==> config.mk <==
export PLATFORM = sky130hd
export DESIGN_NAME = pwm_auto_reload_timer
export DESIGN_NICKNAME = d
export VERILOG_FILES = /design/src/verilog/art_pkg.sv /design/src/verilog/pwm_auto_reload_timer.sv
export SDC_FILE = /design/constraint.sdc
export NUM_CORES = 1
export LEC_CHECK = 0
export ABC_AREA = 1
export ABC_CLOCK_PERIOD_IN_PS = 3850
export CAP_MARGIN = 20
export CORE_UTILIZATION = 45
export CTS_BUF_LIST = sky130_fd_sc_hd__clkbuf_16
export DETAILED_ROUTE_END_ITERATION = 10
export DONT_BUFFER_PORTS = 1
export RECOVER_POWER = 50
export SETUP_SLACK_MARGIN = 0.3
export SLEW_MARGIN = 20
export SYNTH_ARGS = -nofsm -noshare
export SYNTH_HDL_FRONTEND = slang
export SYNTH_SLANG_ARGS = --single-unit
==> constraint.sdc <==
create_clock -name aclk -period 3.85 [get_ports aclk]
set_input_delay 0.1925 -clock aclk [delete_from_list [all_inputs] [get_ports aclk]]
set_output_delay 0.1925 -clock aclk [all_outputs]
set_load 0.02 [all_outputs]
==> src/verilog/art_pkg.sv <==
// Function
// - counter increments once per prescaler output tick, eight bits wide
// - on overflow counter reloads from auto-reload value; prescaler untouched
// - software reads and writes the live counter through counter access
// - counter access write or forced reload also clears 7-bit prescaler
// - prescaler divides input by two to the power of divider select
// - source select 0 takes cpu clock, 1 takes external clock pin
// - count enable clear freezes prescaler and counter; set lets them run
// - reset clears counter and prescaler and selects cpu clock
// - force reload bit reads zero; writing one loads reload value
// - four hidden compares copy duty values only at overflow
// - output enable bit makes its channel pin a driven output
// - all channels share a period of 256 minus reload value
// - overflow sets pin opposite to polarity bit; compare match sets it to polarity bit
// - overflow sets wrap flag, request if enabled; status read clears it
// - with external clock and divider select 0, flag sets after 256 minus reload events
// - pulse generation stops while the chip is halted
// - active capture edge latches counter and sets capture flag
// - further captures blocked until capture register read; read clears flag
// - capture request pending while flag and its enable are set
// - enabled capture edge wakes the chip from halt
// - edge select 0 triggers on falling edge, 1 on rising edge
// - polarity change inverts channel output at once
package art_pkg;
	localparam int unsigned NUM_PWM = 4;
	localparam int unsigned NUM_CAP = 2;
	// register indices; byte address is four times the index
	localparam logic [7:0] IDX_DUTY3 = 8'h73;
	localparam logic [7:0] IDX_DUTY2 = 8'h74;
	localparam logic [7:0] IDX_DUTY1 = 8'h75;
	localparam logic [7:0] IDX_DUTY0 = 8'h76;
	localparam logic [7:0] IDX_PULSE_CTRL = 8'h77;
	localparam logic [7:0] IDX_TIMER_CSR = 8'h78;
	localparam logic [7:0] IDX_COUNTER = 8'h79;
	localparam logic [7:0] IDX_RELOAD = 8'h7a;
	localparam logic [7:0] IDX_CAPTURE_CSR = 8'h7b;
	localparam logic [7:0] IDX_CAPTURED1 = 8'h7c;
	localparam logic [7:0] IDX_CAPTURED2 = 8'h7d;
	localparam int unsigned ADDR_W = 12;
	// timer_control_status fields
	localparam int unsigned CSR_EXT_BIT = 7;
	localparam int unsigned CSR_DIV_LSB = 4;
	localparam int unsigned CSR_EN_BIT = 3;
	localparam int unsigned CSR_FORCE_BIT = 2;
	localparam int unsigned CSR_WIE_BIT = 1;
	// capture_control_status fields
	localparam int unsigned CAP_EDGE_LSB = 4;
	localparam int unsigned CAP_IE_LSB = 2;
	localparam logic [7:0] REG_RESET = 8'h00;
	localparam logic [6:0] PRESC_RESET = 7'h00;
	localparam logic [7:0] COUNT_TOP = 8'hff;
	localparam logic [1:0] RESP_OKAY = 2'b00;
	localparam logic [1:0] RESP_SLVERR = 2'b10;

	typedef struct packed {
		logic ext_sel;
		logic [2:0] div_sel;
		logic cnt_en;
		logic wrap_ie;
	} timer_cfg_type;

	typedef struct packed {
		logic [NUM_CAP-1:0] edge_sel;
		logic [NUM_CAP-1:0] ie;
	} capture_cfg_type;

	localparam timer_cfg_type TIMER_CFG_RESET = '0;
	localparam capture_cfg_type CAPTURE_CFG_RESET = '0;
endpackage

==> src/verilog/pwm_auto_reload_timer.sv <==
module pwm_auto_reload_timer (
	input wire logic aclk, // system clock
	input wire logic aresetn, // sync reset, active low
	input wire logic awvalid, // write address valid
	output logic awready, // write address ready
	input wire logic [art_pkg::ADDR_W-1:0] awaddr, // write address
	input wire logic wvalid, // write data valid
	output logic wready, // write data ready
	input wire logic [31:0] wdata, // write data
	input wire logic [3:0] wstrb, // write strobes
	output logic bvalid, // write response valid
	input wire logic bready, // write response ready
	output logic [1:0] bresp, // write response
	input wire logic arvalid, // read address valid
	output logic arready, // read address ready
	input wire logic [art_pkg::ADDR_W-1:0] araddr, // read address
	output logic rvalid, // read data valid
	input wire logic rready, // read data ready
	output logic [31:0] rdata, // read data
	output logic [1:0] rresp, // read response
	input wire logic halt_mode, // chip in halt state
	input wire logic ext_clock_pin, // external event clock
	input wire logic [1:0] capture_input_pin, // capture inputs
	output logic [3:0] pulse_output_pin, // pwm pin levels
	output logic [3:0] pulse_output_enable, // pin driven as output
	output logic wrap_irq, // overflow request
	output logic capture_irq, // capture request
	output logic wake_request // halt wakeup pulse
);
	import art_pkg::*;

	timer_cfg_type cfg_q;
	capture_cfg_type cap_cfg_q;
	logic [7:0] reload_q;
	logic [7:0] cnt_q, cnt_d;
	logic [6:0] presc_q, presc_d;
	logic [7:0] duty_q [NUM_PWM];
	logic [7:0] cmp_q [NUM_PWM];
	logic [3:0] oe_q, pol_q, phase_q, phase_d;
	logic wrap_flag_q;
	logic [1:0] cap_flag_q;
	logic [7:0] captured_q [NUM_CAP];
	logic ext_prev_q;
	logic [1:0] cap_prev_q;
	logic aw_full_q, w_full_q;
	logic [ADDR_W-1:0] aw_addr_q;
	logic [7:0] w_byte_q;
	logic w_strb_q;

	// bus decode
	logic wr_fire, wr_en, rd_fire;
	logic [7:0] wr_idx, rd_idx, rd_byte;
	logic rd_hit, wr_hit;
	assign wr_fire = aw_full_q & w_full_q & ~bvalid;
	assign wr_en = wr_fire & w_strb_q;
	assign wr_idx = aw_addr_q[9:2];
	assign rd_fire = arvalid & arready;
	assign rd_idx = araddr[9:2];
	assign wr_hit = (wr_idx >= IDX_DUTY3) && (wr_idx <= IDX_CAPTURED2);
	assign rd_hit = (rd_idx >= IDX_DUTY3) && (rd_idx <= IDX_CAPTURED2);

	logic cnt_wr, force_wr;
	assign cnt_wr = wr_en && wr_idx == IDX_COUNTER;
	assign force_wr = wr_en && wr_idx == IDX_TIMER_CSR &&
		w_byte_q[CSR_FORCE_BIT];

	// counter clocking
	logic ext_rise, tick_in, cnt_tick, wrap;
	logic [6:0] tap_mask;
	assign ext_rise = ext_clock_pin & ~ext_prev_q;
	assign tick_in = cfg_q.cnt_en & ~halt_mode &
		(cfg_q.ext_sel ? ext_rise : 1'b1);
	assign tap_mask = 7'((8'h01 << cfg_q.div_sel) - 8'h01);
	assign cnt_tick = tick_in & ((presc_q & tap_mask) == tap_mask);
	assign wrap = cnt_tick & (cnt_q == COUNT_TOP);

	always_comb begin
		cnt_d = cnt_q;
		presc_d = presc_q;
		if (cnt_wr) begin
			cnt_d = w_byte_q;
			presc_d = PRESC_RESET;
		end else if (force_wr) begin
			cnt_d = reload_q;
			presc_d = PRESC_RESET;
		end else if (tick_in) begin
			presc_d = presc_q + 7'h01;
			if (wrap)
				cnt_d = reload_q;
			else if (cnt_tick)
				cnt_d = cnt_q + 8'h01;
		end
	end

	always_ff @(posedge aclk) begin
		if (!aresetn) begin
			cnt_q <= REG_RESET;
			presc_q <= PRESC_RESET;
			ext_prev_q <= 1'b0;
		end else begin
			cnt_q <= cnt_d;
			presc_q <= presc_d;
			ext_prev_q <= ext_clock_pin;
		end
	end

	// software registers
	always_ff @(posedge aclk) begin
		if (!aresetn) begin
			cfg_q <= TIMER_CFG_RESET;
			cap_cfg_q <= CAPTURE_CFG_RESET;
			reload_q <= REG_RESET;
			oe_q <= 4'h0;
			pol_q <= 4'h0;
			for (int i = 0; i < NUM_PWM; i++)
				duty_q[i] <= REG_RESET;
		end else if (wr_en) begin
			unique case (wr_idx)
				IDX_DUTY0: duty_q[0] <= w_byte_q;
				IDX_DUTY1: duty_q[1] <= w_byte_q;
				IDX_DUTY2: duty_q[2] <= w_byte_q;
				IDX_DUTY3: duty_q[3] <= w_byte_q;
				IDX_PULSE_CTRL: begin
					oe_q <= w_byte_q[7:4];
					pol_q <= w_byte_q[3:0];
				end
				IDX_TIMER_CSR: begin
					cfg_q.ext_sel <= w_byte_q[CSR_EXT_BIT];
					cfg_q.div_sel <= w_byte_q[CSR_DIV_LSB +: 3];
					cfg_q.cnt_en <= w_byte_q[CSR_EN_BIT];
					cfg_q.wrap_ie <= w_byte_q[CSR_WIE_BIT];
				end
				IDX_RELOAD: reload_q <= w_byte_q;
				IDX_CAPTURE_CSR: begin
					cap_cfg_q.edge_sel <= w_byte_q[CAP_EDGE_LSB +: 2];
					cap_cfg_q.ie <= w_byte_q[CAP_IE_LSB +: 2];
				end
				default: ;
			endcase
		end
	end

	// pwm generation
	always_comb begin
		phase_d = phase_q;
		for (int i = 0; i < NUM_PWM; i++) begin
			if (wrap)
				phase_d[i] = 1'b1;
			else if (cnt_tick && cnt_d == cmp_q[i])
				phase_d[i] = 1'b0;
		end
	end

	always_ff @(posedge aclk) begin
		if (!aresetn) begin
			phase_q <= 4'h0;
			for (int i = 0; i < NUM_PWM; i++)
				cmp_q[i] <= REG_RESET;
		end else begin
			phase_q <= phase_d;
			if (wrap) begin
				for (int i = 0; i < NUM_PWM; i++)
					cmp_q[i] <= duty_q[i];
			end
		end
	end

	always_ff @(posedge aclk) begin
		if (!aresetn) begin
			pulse_output_pin <= 4'h0;
			pulse_output_enable <= 4'h0;
		end else begin
			pulse_output_enable <= oe_q;
			if (!halt_mode)
				pulse_output_pin <= oe_q & (phase_d ^ pol_q);
		end
	end

	// overflow flag, set wins over the read clear
	logic csr_read;
	assign csr_read = rd_fire && rd_idx == IDX_TIMER_CSR;
	always_ff @(posedge aclk) begin
		if (!aresetn) begin
			wrap_flag_q <= 1'b0;
			wrap_irq <= 1'b0;
		end else begin
			if (wrap)
				wrap_flag_q <= 1'b1;
			else if (csr_read)
				wrap_flag_q <= 1'b0;
			wrap_irq <= (wrap_flag_q | wrap) & cfg_q.wrap_ie;
		end
	end

	// capture channels
	logic [1:0] cap_edge, cap_read, cap_take;
	always_comb begin
		for (int c = 0; c < NUM_CAP; c++) begin
			cap_edge[c] = cap_cfg_q.edge_sel[c] ?
				(capture_input_pin[c] & ~cap_prev_q[c]) :
				(~capture_input_pin[c] & cap_prev_q[c]);
			cap_read[c] = rd_fire && rd_idx == IDX_CAPTURED1 + 8'(c);
			cap_take[c] = cap_edge[c] &
				(~cap_flag_q[c] | cap_read[c]);
		end
	end

	always_ff @(posedge aclk) begin
		if (!aresetn) begin
			cap_prev_q <= 2'b00;
			cap_flag_q <= 2'b00;
			capture_irq <= 1'b0;
			wake_request <= 1'b0;
			for (int c = 0; c < NUM_CAP; c++)
				captured_q[c] <= REG_RESET;
		end else begin
			cap_prev_q <= capture_input_pin;
			for (int c = 0; c < NUM_CAP; c++) begin
				if (cap_take[c]) begin
					captured_q[c] <= cnt_q;
					cap_flag_q[c] <= 1'b1;
				end else if (cap_read[c]) begin
					cap_flag_q[c] <= 1'b0;
				end
			end
			capture_irq <= |((cap_flag_q | cap_take) & cap_cfg_q.ie);
			wake_request <= halt_mode & |(cap_edge & cap_cfg_q.ie);
		end
	end

	// axi4-lite write channel
	always_ff @(posedge aclk) begin
		if (!aresetn) begin
			aw_full_q <= 1'b0;
			w_full_q <= 1'b0;
			awready <= 1'b1;
			wready <= 1'b1;
			aw_addr_q <= '0;
			w_byte_q <= REG_RESET;
			w_strb_q <= 1'b0;
			bvalid <= 1'b0;
			bresp <= RESP_OKAY;
		end else begin
			if (awvalid && awready) begin
				aw_full_q <= 1'b1;
				awready <= 1'b0;
				aw_addr_q <= awaddr;
			end
			if (wvalid && wready) begin
				w_full_q <= 1'b1;
				wready <= 1'b0;
				w_byte_q <= wdata[7:0];
				w_strb_q <= wstrb[0];
			end
			if (wr_fire) begin
				aw_full_q <= 1'b0;
				w_full_q <= 1'b0;
				bvalid <= 1'b1;
				bresp <= wr_hit ? RESP_OKAY : RESP_SLVERR;
			end
			if (bvalid && bready) begin
				bvalid <= 1'b0;
				awready <= 1'b1;
				wready <= 1'b1;
			end
		end
	end

	// axi4-lite read channel
	always_comb begin
		unique case (rd_idx)
			IDX_DUTY0: rd_byte = duty_q[0];
			IDX_DUTY1: rd_byte = duty_q[1];
			IDX_DUTY2: rd_byte = duty_q[2];
			IDX_DUTY3: rd_byte = duty_q[3];
			IDX_PULSE_CTRL: rd_byte = {oe_q, pol_q};
			IDX_TIMER_CSR: rd_byte = {cfg_q.ext_sel, cfg_q.div_sel,
				cfg_q.cnt_en, 1'b0, cfg_q.wrap_ie, wrap_flag_q};
			IDX_COUNTER: rd_byte = cnt_q;
			IDX_RELOAD: rd_byte = reload_q;
			IDX_CAPTURE_CSR: rd_byte = {2'b00, cap_cfg_q.edge_sel,
				cap_cfg_q.ie, cap_flag_q};
			IDX_CAPTURED1: rd_byte = captured_q[0];
			IDX_CAPTURED2: rd_byte = captured_q[1];
			default: rd_byte = 8'h00;
		endcase
	end

	always_ff @(posedge aclk) begin
		if (!aresetn) begin
			arready <= 1'b1;
			rvalid <= 1'b0;
			rdata <= 32'h0000_0000;
			rresp <= RESP_OKAY;
		end else begin
			if (rd_fire) begin
				arready <= 1'b0;
				rvalid <= 1'b1;
				rdata <= {24'h00_0000, rd_byte};
				rresp <= rd_hit ? RESP_OKAY : RESP_SLVERR;
			end else if (rvalid && rready) begin
				rvalid <= 1'b0;
				arready <= 1'b1;
			end
		end
	end
endmodule
==> impl_metrics.xml, run 1 <==
<?xml version="1.0" encoding="UTF-8"?>
<metrics>
  <group name="status">
    <metric name="status" unit="">complete, no violations</metric>
  </group>
  <group name="layout">
    <metric name="antenna_cells_inserted" unit="">0</metric>
    <metric name="nets" unit="">1174</metric>
    <metric name="area.sequential" unit="mm2">0.00432</metric>
    <metric name="syn_to_final_growth" unit="%">11.9</metric>
    <metric name="multi_input_area" unit="mm2">0.00360</metric>
    <metric name="filler_cell_count" unit="">1839</metric>
    <metric name="non_filler_instance_count_after_layout" unit="">1374</metric>
    <metric name="layout-drive-gt1-share" unit="">0.0862</metric>
  </group>
  <group name="worst_setup_path">
    <metric name="largest_stage_delay_worst_path" unit="ps">390</metric>
    <metric name="worst_setup_path_startpoint" unit="">bvalid</metric>
    <metric name="cp_cell_sequence" unit="">clkinv_1, nand3_1, nor2_8, clkinvlp_2, nor3_4, nand3_2, o21ai_0, inv_1, nand2_4, nand2_2, nand2_1, nand4_1, nor2_1, nand2_1, nand2_2, nand3_1, nand3_1, nand2_1</metric>
    <metric name="worstSetupStartpointType" unit="">register</metric>
    <metric name="critical_path_arrival" unit="ps">3530</metric>
    <metric name="timing.critical_path.to_type" unit="">register</metric>
    <metric name="regToRegStartpoint" unit="">bvalid</metric>
    <metric name="worstSetupPathType" unit="">reg -&gt; reg</metric>
    <metric name="worst-path-max-fanout" unit="">9</metric>
    <metric name="critical_path.slowest_cell" unit="">dfxtp_1</metric>
    <metric name="required_worst_endpoint" unit="ps">4180</metric>
  </group>
  <group name="route">
    <metric name="drt_pre_antenna_iters" unit="">5</metric>
    <metric name="drt_first_iter_violations" unit="">560</metric>
    <metric name="average_detailed_routed_wire_length_per_instance" unit="um">16.4</metric>
    <metric name="vias" unit="">6957</metric>
    <metric name="drc_errors" unit="">0</metric>
    <metric name="route.final.wire_length" unit="mm">22.6</metric>
    <metric name="post_drt_via_cell_ratio" unit="">5.06</metric>
    <metric name="ant_nets" unit="">0</metric>
  </group>
  <group name="clock_network">
    <metric name="clock-root-buffer" unit="">clkbuf_16</metric>
    <metric name="post-cts-setup-buffers" unit="">0</metric>
    <metric name="cts_tree" unit="">built</metric>
    <metric name="cts.sinks" unit="">176</metric>
    <metric name="cts.repair.resized" unit="">0</metric>
    <metric name="cts-htree-levels" unit="">4</metric>
    <metric name="clk_path_buf_depth" unit="">2</metric>
    <metric name="clk_pin_slew" unit="ps">80</metric>
    <metric name="clock_insertion_delay_worst_skew" unit="ps">440</metric>
    <metric name="hold_buffers" unit="">26</metric>
    <metric name="cts_buffers" unit="">17</metric>
  </group>
  <group name="synthesis">
    <metric name="netlist_top_cells_area" unit="">edfxtp_1 28%, dfxtp_1 22%, nand2_1 8.1%</metric>
    <metric name="synth.avg_cell_area" unit="um2">8.16</metric>
    <metric name="post_synth_edffs" unit="">80</metric>
    <metric name="ys_dominant_reg_cell" unit="">dfxtp_1</metric>
    <metric name="proportion_of_synthesized_flip_flops_having_asynchronous_set_or_reset" unit="">0</metric>
    <metric name="synth.cells.most_frequent" unit="">189 x nand2_1, 156 x nor2_1, 148 x inv_1</metric>
    <metric name="syn-instance-count" unit="">1070</metric>
    <metric name="mappedNetlistArea" unit="mm2">0.00873</metric>
    <metric name="yosysWarningCount" unit="">0</metric>
    <metric name="yosys.cell_types.count" unit="">46</metric>
    <metric name="synth_top_cell_by_area" unit="">edfxtp_1</metric>
    <metric name="ys_ff_latch" unit="">176</metric>
    <metric name="yosys.cell_count.top_type" unit="">nand2_1</metric>
    <metric name="seq_area_frac_synth" unit="">0.495</metric>
    <metric name="share_of_yosys_cell_area_claimed_by_the_top_area_cell_type" unit="">0.275</metric>
  </group>
  <group name="placement">
    <metric name="detailedPlacementHpwl" unit="mm">16.6</metric>
    <metric name="place.port_buffers" unit="">0</metric>
    <metric name="numPlacedInstances" unit="">1316</metric>
    <metric name="routability_driven_placement_congestion_ratio" unit="">0.908</metric>
  </group>
  <group name="timing">
    <metric name="fmax" unit="GHz">0.312</metric>
    <metric name="timing.clock.skew" unit="ps">15.5</metric>
    <metric name="slew_violations" unit="">0</metric>
    <metric name="hold_viol" unit="">0</metric>
    <metric name="finalCriticalPeriod" unit="ps">3200</metric>
    <metric name="fin_crit_sh" unit="">0.832</metric>
    <metric name="final_setup_tns" unit="ps">0</metric>
    <metric name="tightest_slew" unit="ps">1080</metric>
    <metric name="maxSlewHeadroom" unit="">0.273</metric>
    <metric name="setup_viol_count_final" unit="">0</metric>
    <metric name="rsz0062_at_grt" unit="">no</metric>
  </group>
  <group name="global_routing">
    <metric name="grt_start_max_net_pins" unit="">53</metric>
    <metric name="global_route.usage.total" unit="">0.238</metric>
    <metric name="global_route_wire_length_before_repair" unit="mm">35.2</metric>
    <metric name="antenna_found_initial" unit="">0</metric>
    <metric name="globalRoute.totalOverflow" unit="">0</metric>
    <metric name="first_global_vias" unit="">6447</metric>
  </group>
  <group name="floorplanning">
    <metric name="core.rowCount" unit="">50</metric>
    <metric name="design.core.area" unit="mm2">0.0189</metric>
    <metric name="die_height" unit="um">141</metric>
    <metric name="top_level_ports" unit="">123</metric>
    <metric name="die_width" unit="um">141</metric>
    <metric name="start_util" unit="">0.462</metric>
    <metric name="die_area" unit="mm2">0.0200</metric>
  </group>
  <group name="pwr">
    <metric name="finalPower" unit="uW">4030</metric>
    <metric name="worst_ir_drop_vdd" unit="uV">394</metric>
    <metric name="power.sequential.fraction" unit="">0.509</metric>
    <metric name="power.share.clock" unit="">0.433</metric>
    <metric name="power.share.switching" unit="">0.245</metric>
    <metric name="internal_power" unit="uW">3040</metric>
    <metric name="power.share.combinational" unit="">0.058</metric>
    <metric name="power.switching" unit="uW">984</metric>
    <metric name="cellLeakagePower" unit="uW">0.00393</metric>
    <metric name="power.density_cell_area" unit="mW/mm2">412</metric>
  </group>
  <group name="worst_hold_path">
    <metric name="hold_path_class" unit="">in -&gt; reg</metric>
    <metric name="timing.hold.worst.start" unit="">araddr[9]</metric>
  </group>
  <group name="flow_run">
    <metric name="max_cap_viol_count" unit="">0</metric>
  </group>
</metrics>
cells by family after synthesis:
group                      after synthesis  synth area share
xor gates and xnor gates                 9           0.00903
and+or+nand+nor                        507             0.277
buffers and inverters                  211             0.104
AOI/OAI and AO/OA                      164             0.111
DFF                                    176             0.495
other                                    1          0.000429
adders and majority gates                2           0.00286
metal layers:
layer	GRT usage	up-vias	part of all wire
li1	-	3554	-
met1	0.307	3168	0.45
met2	0.396	203	0.47
met3	0.0489	32	0.055
met4	0.0858	0	0.025
met5	0	-	0
metrics by stage:
step                      instance area (um2)  worst slack, ps  hold slack (ps)   util
final                                    9780              648             52.9  0.517
after global routing                     9780              370             63.6  0.517
after CTS                                9800              964             43.0  0.519
after detailed placement                 8940              972              277  0.473
after global placement                   8940              997              274  0.473
after floorplan                          8830             1630              286      -
final timing paths:
kind                          to  slack (ps)  cells after the start
max reg2reg  pulse_output_pin[0]         650                     18
min                     rresp[1]          50                      4
max          pulse_output_pin[0]         650                     18
min reg2reg           phase_q[1]         480                      2
power by group through the flow:
stage	Sequential (uW)	Clock (uW)	Combinational (uW)
3_3_place_gp	2090	0	202
2_1_floorplan	2080	0	176
6_report	2050	1740	232
4_1_cts	2050	1760	233
3_5_place_dp	2090	0	204
5_1_grt	2060	1850	261
final cells by class:
type                    count  share of cell area
clock buffers              17              0.0435
clock inverters            15              0.0164
inverters                 163              0.0632
multi-input cells         708               0.368
flip-flops and latches    176               0.442
well taps                 260              0.0333
repair buffers             35              0.0334
sequential cells by signal (all words and copies together) (netlist names), 2 cells and up:
signal,count
cap_cfg_q,4
pulse_output_pin,4
cfg_q,6
aw_addr_q,8
cap_flag_q,2
rdata,8
duty_q,32
pulse_output_enable,4
cnt_q,8
pol_q,4
phase_q,4
w_byte_q,8
presc_q,7
cmp_q,32
cap_prev_q,2
captured_q,16
reload_q,8
oe_q,4
worst max-delay path: cells and delay by family (launching register included):
| family | cells | cell delay, ps |
|---|---|---|
| flops | 1 | 390 |
| buf+inv | 3 | 520 |
| compound gates | 1 | 270 |
| simple gates | 14 | 1910 |
cell usage in the layout (no fill, tap or decap), types with 4 or more instances in the layout:
cell           count
conb_1            26
nand3_1           64
clkbuf_16         17
clkinv_1          11
inv_6              4
o21ai_1            7
inv_1            150
o22ai_1           21
nand2_4           12
nand4_1           13
a21oi_1           51
nand2_1          189
a211oi_1          26
dlygate4sd3_1     25
nand2_2           21
nand3_2            7
a221oi_1           9
nor2_1           156
o21ai_0           41
edfxtp_1          80
buf_4              6
dfxtp_1           96
nor3_1             8
xor2_1             7
nand3b_1          17
Note: power is estimated with default switching activity, not from simulation.
==> run 2: changes to the inputs <==
Settings changed: ABC_CLOCK_PERIOD_IN_PS 3850 to 3100.
Clock period 3.85 ns to 3.1 ns, I/O delays scaled along.
==> impl_metrics.xml, run 2 (synthesized netlist as in run 1, its figures left out) <==
<?xml version="1.0" encoding="UTF-8"?>
<metrics>
  <group name="timing">
    <metric name="fmax" unit="GHz">0.376</metric>
    <metric name="finalCriticalPeriod" unit="ps">2660</metric>
    <metric name="rsz0062_at_grt" unit="">no</metric>
    <metric name="slew_violations" unit="">0</metric>
    <metric name="hold_viol" unit="">0</metric>
    <metric name="setup_viol_count_final" unit="">0</metric>
    <metric name="maxSlewHeadroom" unit="">0.0580</metric>
    <metric name="fin_worst_hold_slack" unit="ps">10.4</metric>
    <metric name="fin_crit_sh" unit="">0.857</metric>
    <metric name="final_setup_tns" unit="ps">0</metric>
    <metric name="worst_slack" unit="ps">443</metric>
    <metric name="tightest_slew" unit="ps">1410</metric>
    <metric name="timing.clock.skew" unit="ps">11.3</metric>
  </group>
  <group name="worst_hold_path">
    <metric name="hold_path_class" unit="">in -&gt; reg</metric>
    <metric name="hold-path-cell-count" unit="">4</metric>
  </group>
  <group name="clock_network">
    <metric name="clk_path_buf_depth" unit="">2</metric>
    <metric name="clk_pin_slew" unit="ps">70</metric>
    <metric name="cts_buffers" unit="">17</metric>
    <metric name="cts.sinks" unit="">176</metric>
    <metric name="clock_insertion_delay_worst_skew" unit="ps">430</metric>
    <metric name="cts_tree" unit="">built</metric>
    <metric name="cts-htree-levels" unit="">4</metric>
    <metric name="clock-root-buffer" unit="">clkbuf_16</metric>
  </group>
  <group name="route">
    <metric name="vias" unit="">7032</metric>
    <metric name="drt_first_iter_violations" unit="">605</metric>
    <metric name="drc_errors" unit="">0</metric>
    <metric name="route.final.wire_length" unit="mm">22.7</metric>
    <metric name="post_drt_via_cell_ratio" unit="">5.06</metric>
    <metric name="ant_nets" unit="">0</metric>
    <metric name="drt_pre_antenna_iters" unit="">7</metric>
    <metric name="average_detailed_routed_wire_length_per_instance" unit="um">16.4</metric>
  </group>
  <group name="floorplanning">
    <metric name="design.core.area" unit="mm2">0.0189</metric>
    <metric name="core.rowCount" unit="">50</metric>
    <metric name="start_util" unit="">0.462</metric>
    <metric name="die_height" unit="um">141</metric>
    <metric name="die_width" unit="um">141</metric>
    <metric name="top_level_ports" unit="">123</metric>
    <metric name="die_area" unit="mm2">0.0200</metric>
  </group>
  <group name="worst_setup_path">
    <metric name="critical_path.slowest_cell" unit="">dfxtp_1</metric>
    <metric name="top_cell_by_count_worst_path" unit="">nand3_1</metric>
    <metric name="critical_path_depth" unit="">18</metric>
    <metric name="worst-path-max-fanout" unit="">9</metric>
    <metric name="cp.buffers_inverters" unit="">3</metric>
    <metric name="r2r.worst_path.cells" unit="">18</metric>
    <metric name="cp_cell_sequence" unit="">inv_1, nand3_2, nor2_8, inv_4, nor3_4, nand3_4, o21ai_1, inv_1, nand2_2, nand2_4, xor2_1, nand3_1, nor2_1, nand2_1, nand2_2, nand3_1, nand3_1, nand2_1</metric>
    <metric name="worstSetupPathType" unit="">reg -&gt; reg</metric>
    <metric name="timing.critical_path.to_type" unit="">register</metric>
    <metric name="worstSetupStartpointType" unit="">register</metric>
    <metric name="critical_path_arrival" unit="ps">2980</metric>
    <metric name="required_worst_endpoint" unit="ps">3430</metric>
    <metric name="cpLargestDelayFamily" unit="">simple AND/OR/NAND/NOR gates</metric>
    <metric name="largest_stage_delay_worst_path" unit="ps">390</metric>
  </group>
  <group name="layout">
    <metric name="layout-drive-gt1-share" unit="">0.101</metric>
    <metric name="filler_cell_count" unit="">1816</metric>
    <metric name="nets" unit="">1190</metric>
    <metric name="syn_to_final_growth" unit="%">13.6</metric>
    <metric name="layout_commonest_cell" unit="">nand2_1</metric>
    <metric name="antenna_cells_inserted" unit="">0</metric>
    <metric name="mostFrequentLayoutCells" unit="">188 x nand2_1, 156 x nor2_1, 149 x inv_1</metric>
    <metric name="largestRegisters" unit="">cmp_q: 32 flops, duty_q: 32 flops, captured_q: 16 flops</metric>
  </group>
  <group name="global_routing">
    <metric name="use_met1" unit="">0.323</metric>
    <metric name="antenna_found_initial" unit="">0</metric>
    <metric name="global_route.usage.total" unit="">0.242</metric>
    <metric name="grt_start_max_net_pins" unit="">32</metric>
    <metric name="globalRoute.totalOverflow" unit="">0</metric>
    <metric name="grtUsageMet3" unit="">0.0462</metric>
    <metric name="global_route_wire_length_before_repair" unit="mm">36.1</metric>
    <metric name="grt_use_met2" unit="">0.399</metric>
    <metric name="first_global_vias" unit="">6617</metric>
    <metric name="grt_busiest_layer" unit="">met2</metric>
  </group>
  <group name="pwr">
    <metric name="cellLeakagePower" unit="uW">0.00399</metric>
    <metric name="finalPower" unit="uW">4900</metric>
    <metric name="power.density_cell_area" unit="mW/mm2">494</metric>
    <metric name="worst_ir_drop_vdd" unit="uV">347</metric>
  </group>
  <group name="placement">
    <metric name="detailedPlacementHpwl" unit="mm">17.2</metric>
    <metric name="post-place-ws" unit="ps">367</metric>
    <metric name="routability_driven_placement_congestion_ratio" unit="">0.935</metric>
    <metric name="place.port_buffers" unit="">0</metric>
  </group>
  <group name="status">
    <metric name="status" unit="">complete, no violations</metric>
  </group>
  <group name="flow_run">
    <metric name="max_cap_viol_count" unit="">0</metric>
  </group>
</metrics>
[run 2: changes by cell type in the layout (fill, tap and decap cells not counted), moves of 4 or more]
cell | previous run | this run
dfxtp_2 | 0 | 4
buf_4 | 6 | 16
clkbuf_1 | 3 | 7
dfxtp_1 | 96 | 92
[run 2: worst reg2reg max path, cell delays in order (launching register included)]
cell	delay, ps
dfxtp_1	390
inv_1	110
nand3_2	150
nor2_8	190
inv_4	70
nor3_4	200
nand3_4	180
o21ai_1	160
inv_1	60
nand2_2	120
nand2_4	90
xor2_1	170
nand3_1	90
nor2_1	130
nand2_1	130
nand2_2	100
nand3_1	70
nand3_1	100
nand2_1	50
[run 2: metal layers]
metal / up-vias / part of all wire
met5: - / 0
met4: 0 / 0.023
met3: 29 / 0.057
met2: 211 / 0.47
met1: 3218 / 0.45
li1: 3574 / -
[run 2: worst paths after layout]
check	startpoint	end	slack, ps
worst max register to register	bvalid	pulse_output_pin[2]	440
worst min register to register	phase_q[2]	phase_q[2]	480
worst min-delay path	araddr[9]	rresp[1]	10
worst max-delay path	bvalid	pulse_output_pin[2]	440
[run 2: power by group]
group	switching, uW	internal (uW)	total (uW)
Sequential	49.6	2500	2550
Combinational	214	82.9	297
Clock	937	1120	2050
Total	1200	3700	4900
[run 2: timing repair]
| action | 4_1_cts | 5_1_grt |
|---|---|---|
| hold buffers | 26 | 0 |
| buffers inserted | 0 | 3 |
| gates resized for setup | 0 | 13 |
| hold endpoints to repair | 40 | 0 |
| endpoints found under the setup margin | 0 | 7 |
[run 2: layout make-up]
cell class                 instances  area (um2)  share of cell area
tap                              260         325              0.0328
multi-input combinational        708        3630               0.366
inverter                         163         619              0.0625
clock inverter                    15         134              0.0135
sequential                       176        4330               0.437
timing repair buffer              51         457              0.0461
clock buffer                      17         425              0.0429
[run 2: per-stage QoR]
stage	instance area [um2]	instances	util
final	9920	1390	0.525
after CTS	9870	1387	0.523
after global routing	9920	1390	0.525
after detailed placement	9050	1329	0.479
after floorplan	8830	1095	-
after global placement	9050	1329	0.479
==> run 3: changes to the inputs <==
Settings changed: ABC_AREA 1 to 0, CORE_UTILIZATION 45 to 40, MAX_ROUTING_LAYER set to met4.
==> impl_metrics.xml, run 3 <==
<?xml version="1.0" encoding="UTF-8"?>
<metrics>
  <group name="status">
    <metric name="status" unit="">finished with violations</metric>
    <metric name="failed_checks" unit="">hold timing</metric>
  </group>
  <group name="synthesis">
    <metric name="syn-instance-count" unit="">894</metric>
    <metric name="synth.cells.most_frequent" unit="">96 x dfxtp_1, 92 x nor2_1, 88 x nand2_1</metric>
    <metric name="ys_ff_latch" unit="">176</metric>
    <metric name="synth_top_cell_by_area" unit="">edfxtp_1</metric>
    <metric name="netlist_top_cells_area" unit="">edfxtp_1 28%, dfxtp_1 22%, mux2i_1 4.2%</metric>
    <metric name="ys_dominant_reg_cell" unit="">dfxtp_1</metric>
    <metric name="mappedNetlistArea" unit="mm2">0.00868</metric>
    <metric name="seq_area_frac_synth" unit="">0.498</metric>
    <metric name="yosys.cell_types.count" unit="">76</metric>
    <metric name="yosysWarningCount" unit="">0</metric>
    <metric name="yosys.cell_count.top_type" unit="">dfxtp_1</metric>
    <metric name="share_of_yosys_cell_area_claimed_by_the_top_area_cell_type" unit="">0.277</metric>
    <metric name="synth.avg_cell_area" unit="um2">9.71</metric>
    <metric name="post_synth_edffs" unit="">80</metric>
    <metric name="proportion_of_synthesized_flip_flops_having_asynchronous_set_or_reset" unit="">0</metric>
  </group>
  <group name="timing">
    <metric name="finalCriticalPeriod" unit="ps">2870</metric>
    <metric name="setup_viol_count_final" unit="">0</metric>
    <metric name="tightest_slew" unit="ps">850</metric>
    <metric name="timing.clock.skew" unit="ps">10.7</metric>
    <metric name="slew_violations" unit="">0</metric>
    <metric name="final_setup_tns" unit="ps">0</metric>
    <metric name="hold_viol" unit="">4</metric>
    <metric name="maxSlewHeadroom" unit="">0.429</metric>
    <metric name="fmax" unit="GHz">0.348</metric>
    <metric name="fin_worst_hold_slack" unit="ps">-184</metric>
    <metric name="fin_crit_sh" unit="">0.926</metric>
    <metric name="rsz0062_at_grt" unit="">yes</metric>
  </group>
  <group name="floorplanning">
    <metric name="die_width" unit="um">149</metric>
    <metric name="core.rowCount" unit="">53</metric>
    <metric name="die_height" unit="um">149</metric>
    <metric name="design.core.area" unit="mm2">0.0212</metric>
    <metric name="start_util" unit="">0.410</metric>
    <metric name="top_level_ports" unit="">123</metric>
    <metric name="die_area" unit="mm2">0.0223</metric>
  </group>
  <group name="clock_network">
    <metric name="cts_tree" unit="">built</metric>
    <metric name="clk_pin_slew" unit="ps">70</metric>
    <metric name="clk_path_buf_depth" unit="">2</metric>
    <metric name="cts.sinks" unit="">176</metric>
    <metric name="cts-htree-levels" unit="">4</metric>
    <metric name="hold_buffers" unit="">29</metric>
    <metric name="clock_insertion_delay_worst_skew" unit="ps">430</metric>
    <metric name="clock-root-buffer" unit="">clkbuf_16</metric>
    <metric name="cts_buffers" unit="">17</metric>
  </group>
  <group name="route">
    <metric name="drt_pre_antenna_iters" unit="">5</metric>
    <metric name="ant_nets" unit="">0</metric>
    <metric name="route.met2.wl" unit="mm">12.9</metric>
    <metric name="route.final.wire_length" unit="mm">26.6</metric>
    <metric name="drt-met1-wl" unit="mm">11.6</metric>
    <metric name="drc_errors" unit="">0</metric>
    <metric name="routed.top_layer" unit="">met4</metric>
    <metric name="average_detailed_routed_wire_length_per_instance" unit="um">20.7</metric>
    <metric name="post_drt_via_cell_ratio" unit="">5.57</metric>
    <metric name="vias" unit="">7132</metric>
    <metric name="drt_first_iter_violations" unit="">551</metric>
    <metric name="dr_wl_met3" unit="mm">1.38</metric>
  </group>
  <group name="global_routing">
    <metric name="global_route_wire_length_before_repair" unit="mm">40.5</metric>
    <metric name="global_route.usage.total" unit="">0.254</metric>
    <metric name="first_global_vias" unit="">6852</metric>
    <metric name="globalRoute.totalOverflow" unit="">0</metric>
    <metric name="antenna_found_initial" unit="">0</metric>
    <metric name="grt_start_max_net_pins" unit="">61</metric>
  </group>
  <group name="pwr">
    <metric name="worst_ir_drop_vdd" unit="uV">370</metric>
    <metric name="cellLeakagePower" unit="uW">0.00398</metric>
    <metric name="power.density_cell_area" unit="mW/mm2">464</metric>
  </group>
  <group name="worst_setup_path">
    <metric name="worstSetupStartpointType" unit="">register</metric>
    <metric name="required_worst_endpoint" unit="ps">3430</metric>
    <metric name="largest_stage_delay_worst_path" unit="ps">360</metric>
    <metric name="critical_path_arrival" unit="ps">3200</metric>
    <metric name="worstSetupPathType" unit="">reg -&gt; reg</metric>
    <metric name="worst-path-max-fanout" unit="">7</metric>
    <metric name="critical_path.slowest_cell" unit="">dfxtp_2</metric>
    <metric name="cp_cell_sequence" unit="">nand2b_1, nor4_4, clkbuf_1, nor2b_2, a211o_1, o21ai_2, buf_4, a211oi_2, o2111ai_1, o21ba_2, nor4b_1, a311o_1</metric>
    <metric name="timing.critical_path.to_type" unit="">register</metric>
  </group>
  <group name="layout">
    <metric name="mostFrequentLayoutCells" unit="">90 x nor2_1, 84 x nand2_1, 82 x dfxtp_1</metric>
    <metric name="largestRegisters" unit="">cmp_q: 32 flops, duty_q: 32 flops, captured_q: 16 flops</metric>
    <metric name="nets" unit="">1066</metric>
    <metric name="syn_to_final_growth" unit="%">22.8</metric>
    <metric name="layout-drive-gt1-share" unit="">0.200</metric>
    <metric name="antenna_cells_inserted" unit="">0</metric>
    <metric name="layout_commonest_cell" unit="">nor2_1</metric>
    <metric name="final_area" unit="mm2">0.0107</metric>
  </group>
  <group name="placement">
    <metric name="post_dp_cell_area" unit="mm2">0.00935</metric>
    <metric name="detailedPlacementHpwl" unit="mm">18.7</metric>
    <metric name="place.port_buffers" unit="">0</metric>
    <metric name="routability_driven_placement_congestion_ratio" unit="">0.953</metric>
  </group>
  <group name="worst_hold_path">
    <metric name="hold_path_class" unit="">in -&gt; reg</metric>
  </group>
  <group name="flow_run">
    <metric name="max_cap_viol_count" unit="">0</metric>
  </group>
</metrics>
[run 3: cell count changes after synthesis, sizes merged, moves of 13 or more]
cell | previous run | this run
and3 | 0 | 43
nand3b | 17 | 4
clkbuf | 19 | 38
nand3 | 71 | 24
inv | 154 | 14
o22ai | 21 | 5
nand2 | 222 | 89
and2 | 0 | 44
nor2 | 162 | 92
mux2i | 0 | 36
a211oi | 26 | 3
nand2b | 0 | 18
xnor2 | 2 | 25
[run 3: repair_timing]
item                                    CTS  global route
endpoints found under the hold margin    80             4
pin swaps                                17            30
gates cloned                              1             0
endpoints found under the setup margin    6             7
resized for setup                        43            39
setup buffers                             7            10
[run 3: through the flow]
stage | utilization | instances | total power (uW) | setup WS, ps | hold slack [ps]
floorplan | - | 919 | 2800 | 348 | 255
global placement | 0.442 | 1202 | 2850 | 77.4 | 245
detailed placement | 0.442 | 1202 | 2850 | 49.0 | 253
CTS | 0.493 | 1271 | 4950 | 263 | -189
global route | 0.504 | 1281 | 5100 | 78.1 | -196
finish | 0.504 | 1281 | 4940 | 229 | -184
[run 3: layout make-up]
cell class                 instances  area, um2
timing repair buffer             126       1010
sequential                       176       4340
fill                            1987      10500
clock inverter                    15        139
inverter                          15       56.3
tap                              275        344
multi-input combinational        657       4340
clock buffer                      17        425
[run 3: cell families after synthesis]
family	count (synthesis)	synth area share
multiplexers	41	0.0484
flip-flops	176	0.498
AO/OA/AOI/OAI	182	0.145
buffers and inverters	87	0.0505
AND/OR/NAND/NOR	364	0.213
other	1	0.000432
adder cells (fa/ha/maj)	2	0.00288
XOR/XNOR	41	0.0414
[run 3: power breakdown]
group / switching, uW / internal [uW]
combinational: 185 / 104
clock: 973 / 1120
sequential: 72.3 / 2490
[run 3: final timing paths]
path / startpoint / end / slack (ps) / depth (start not counted)
max: aw_addr_q[4] / pulse_output_pin[3] / 230 / 12
min: halt_mode / pulse_output_pin[1] / -180 / 1
max reg2reg: aw_addr_q[4] / pulse_output_pin[3] / 230 / 12
min reg2reg: aw_addr_q[8] / aw_addr_q[8] / 470 / 2
[run 3: critical path: cells and delay by family, from the launching register on]
family | cells | cell delay, ps
AO/OA/AOI/OAI | 6 | 1090
buffers and inverters | 2 | 390
flip-flops | 1 | 360
AND/OR/NAND/NOR | 4 | 940
[run 3: per-layer routing]
layer | track usage | vias up
met5 | - | -
met4 | 0.0816 | 0
li1 | - | 3375
met1 | 0.324 | 3482
met2 | 0.409 | 231
met3 | 0.0419 | 44
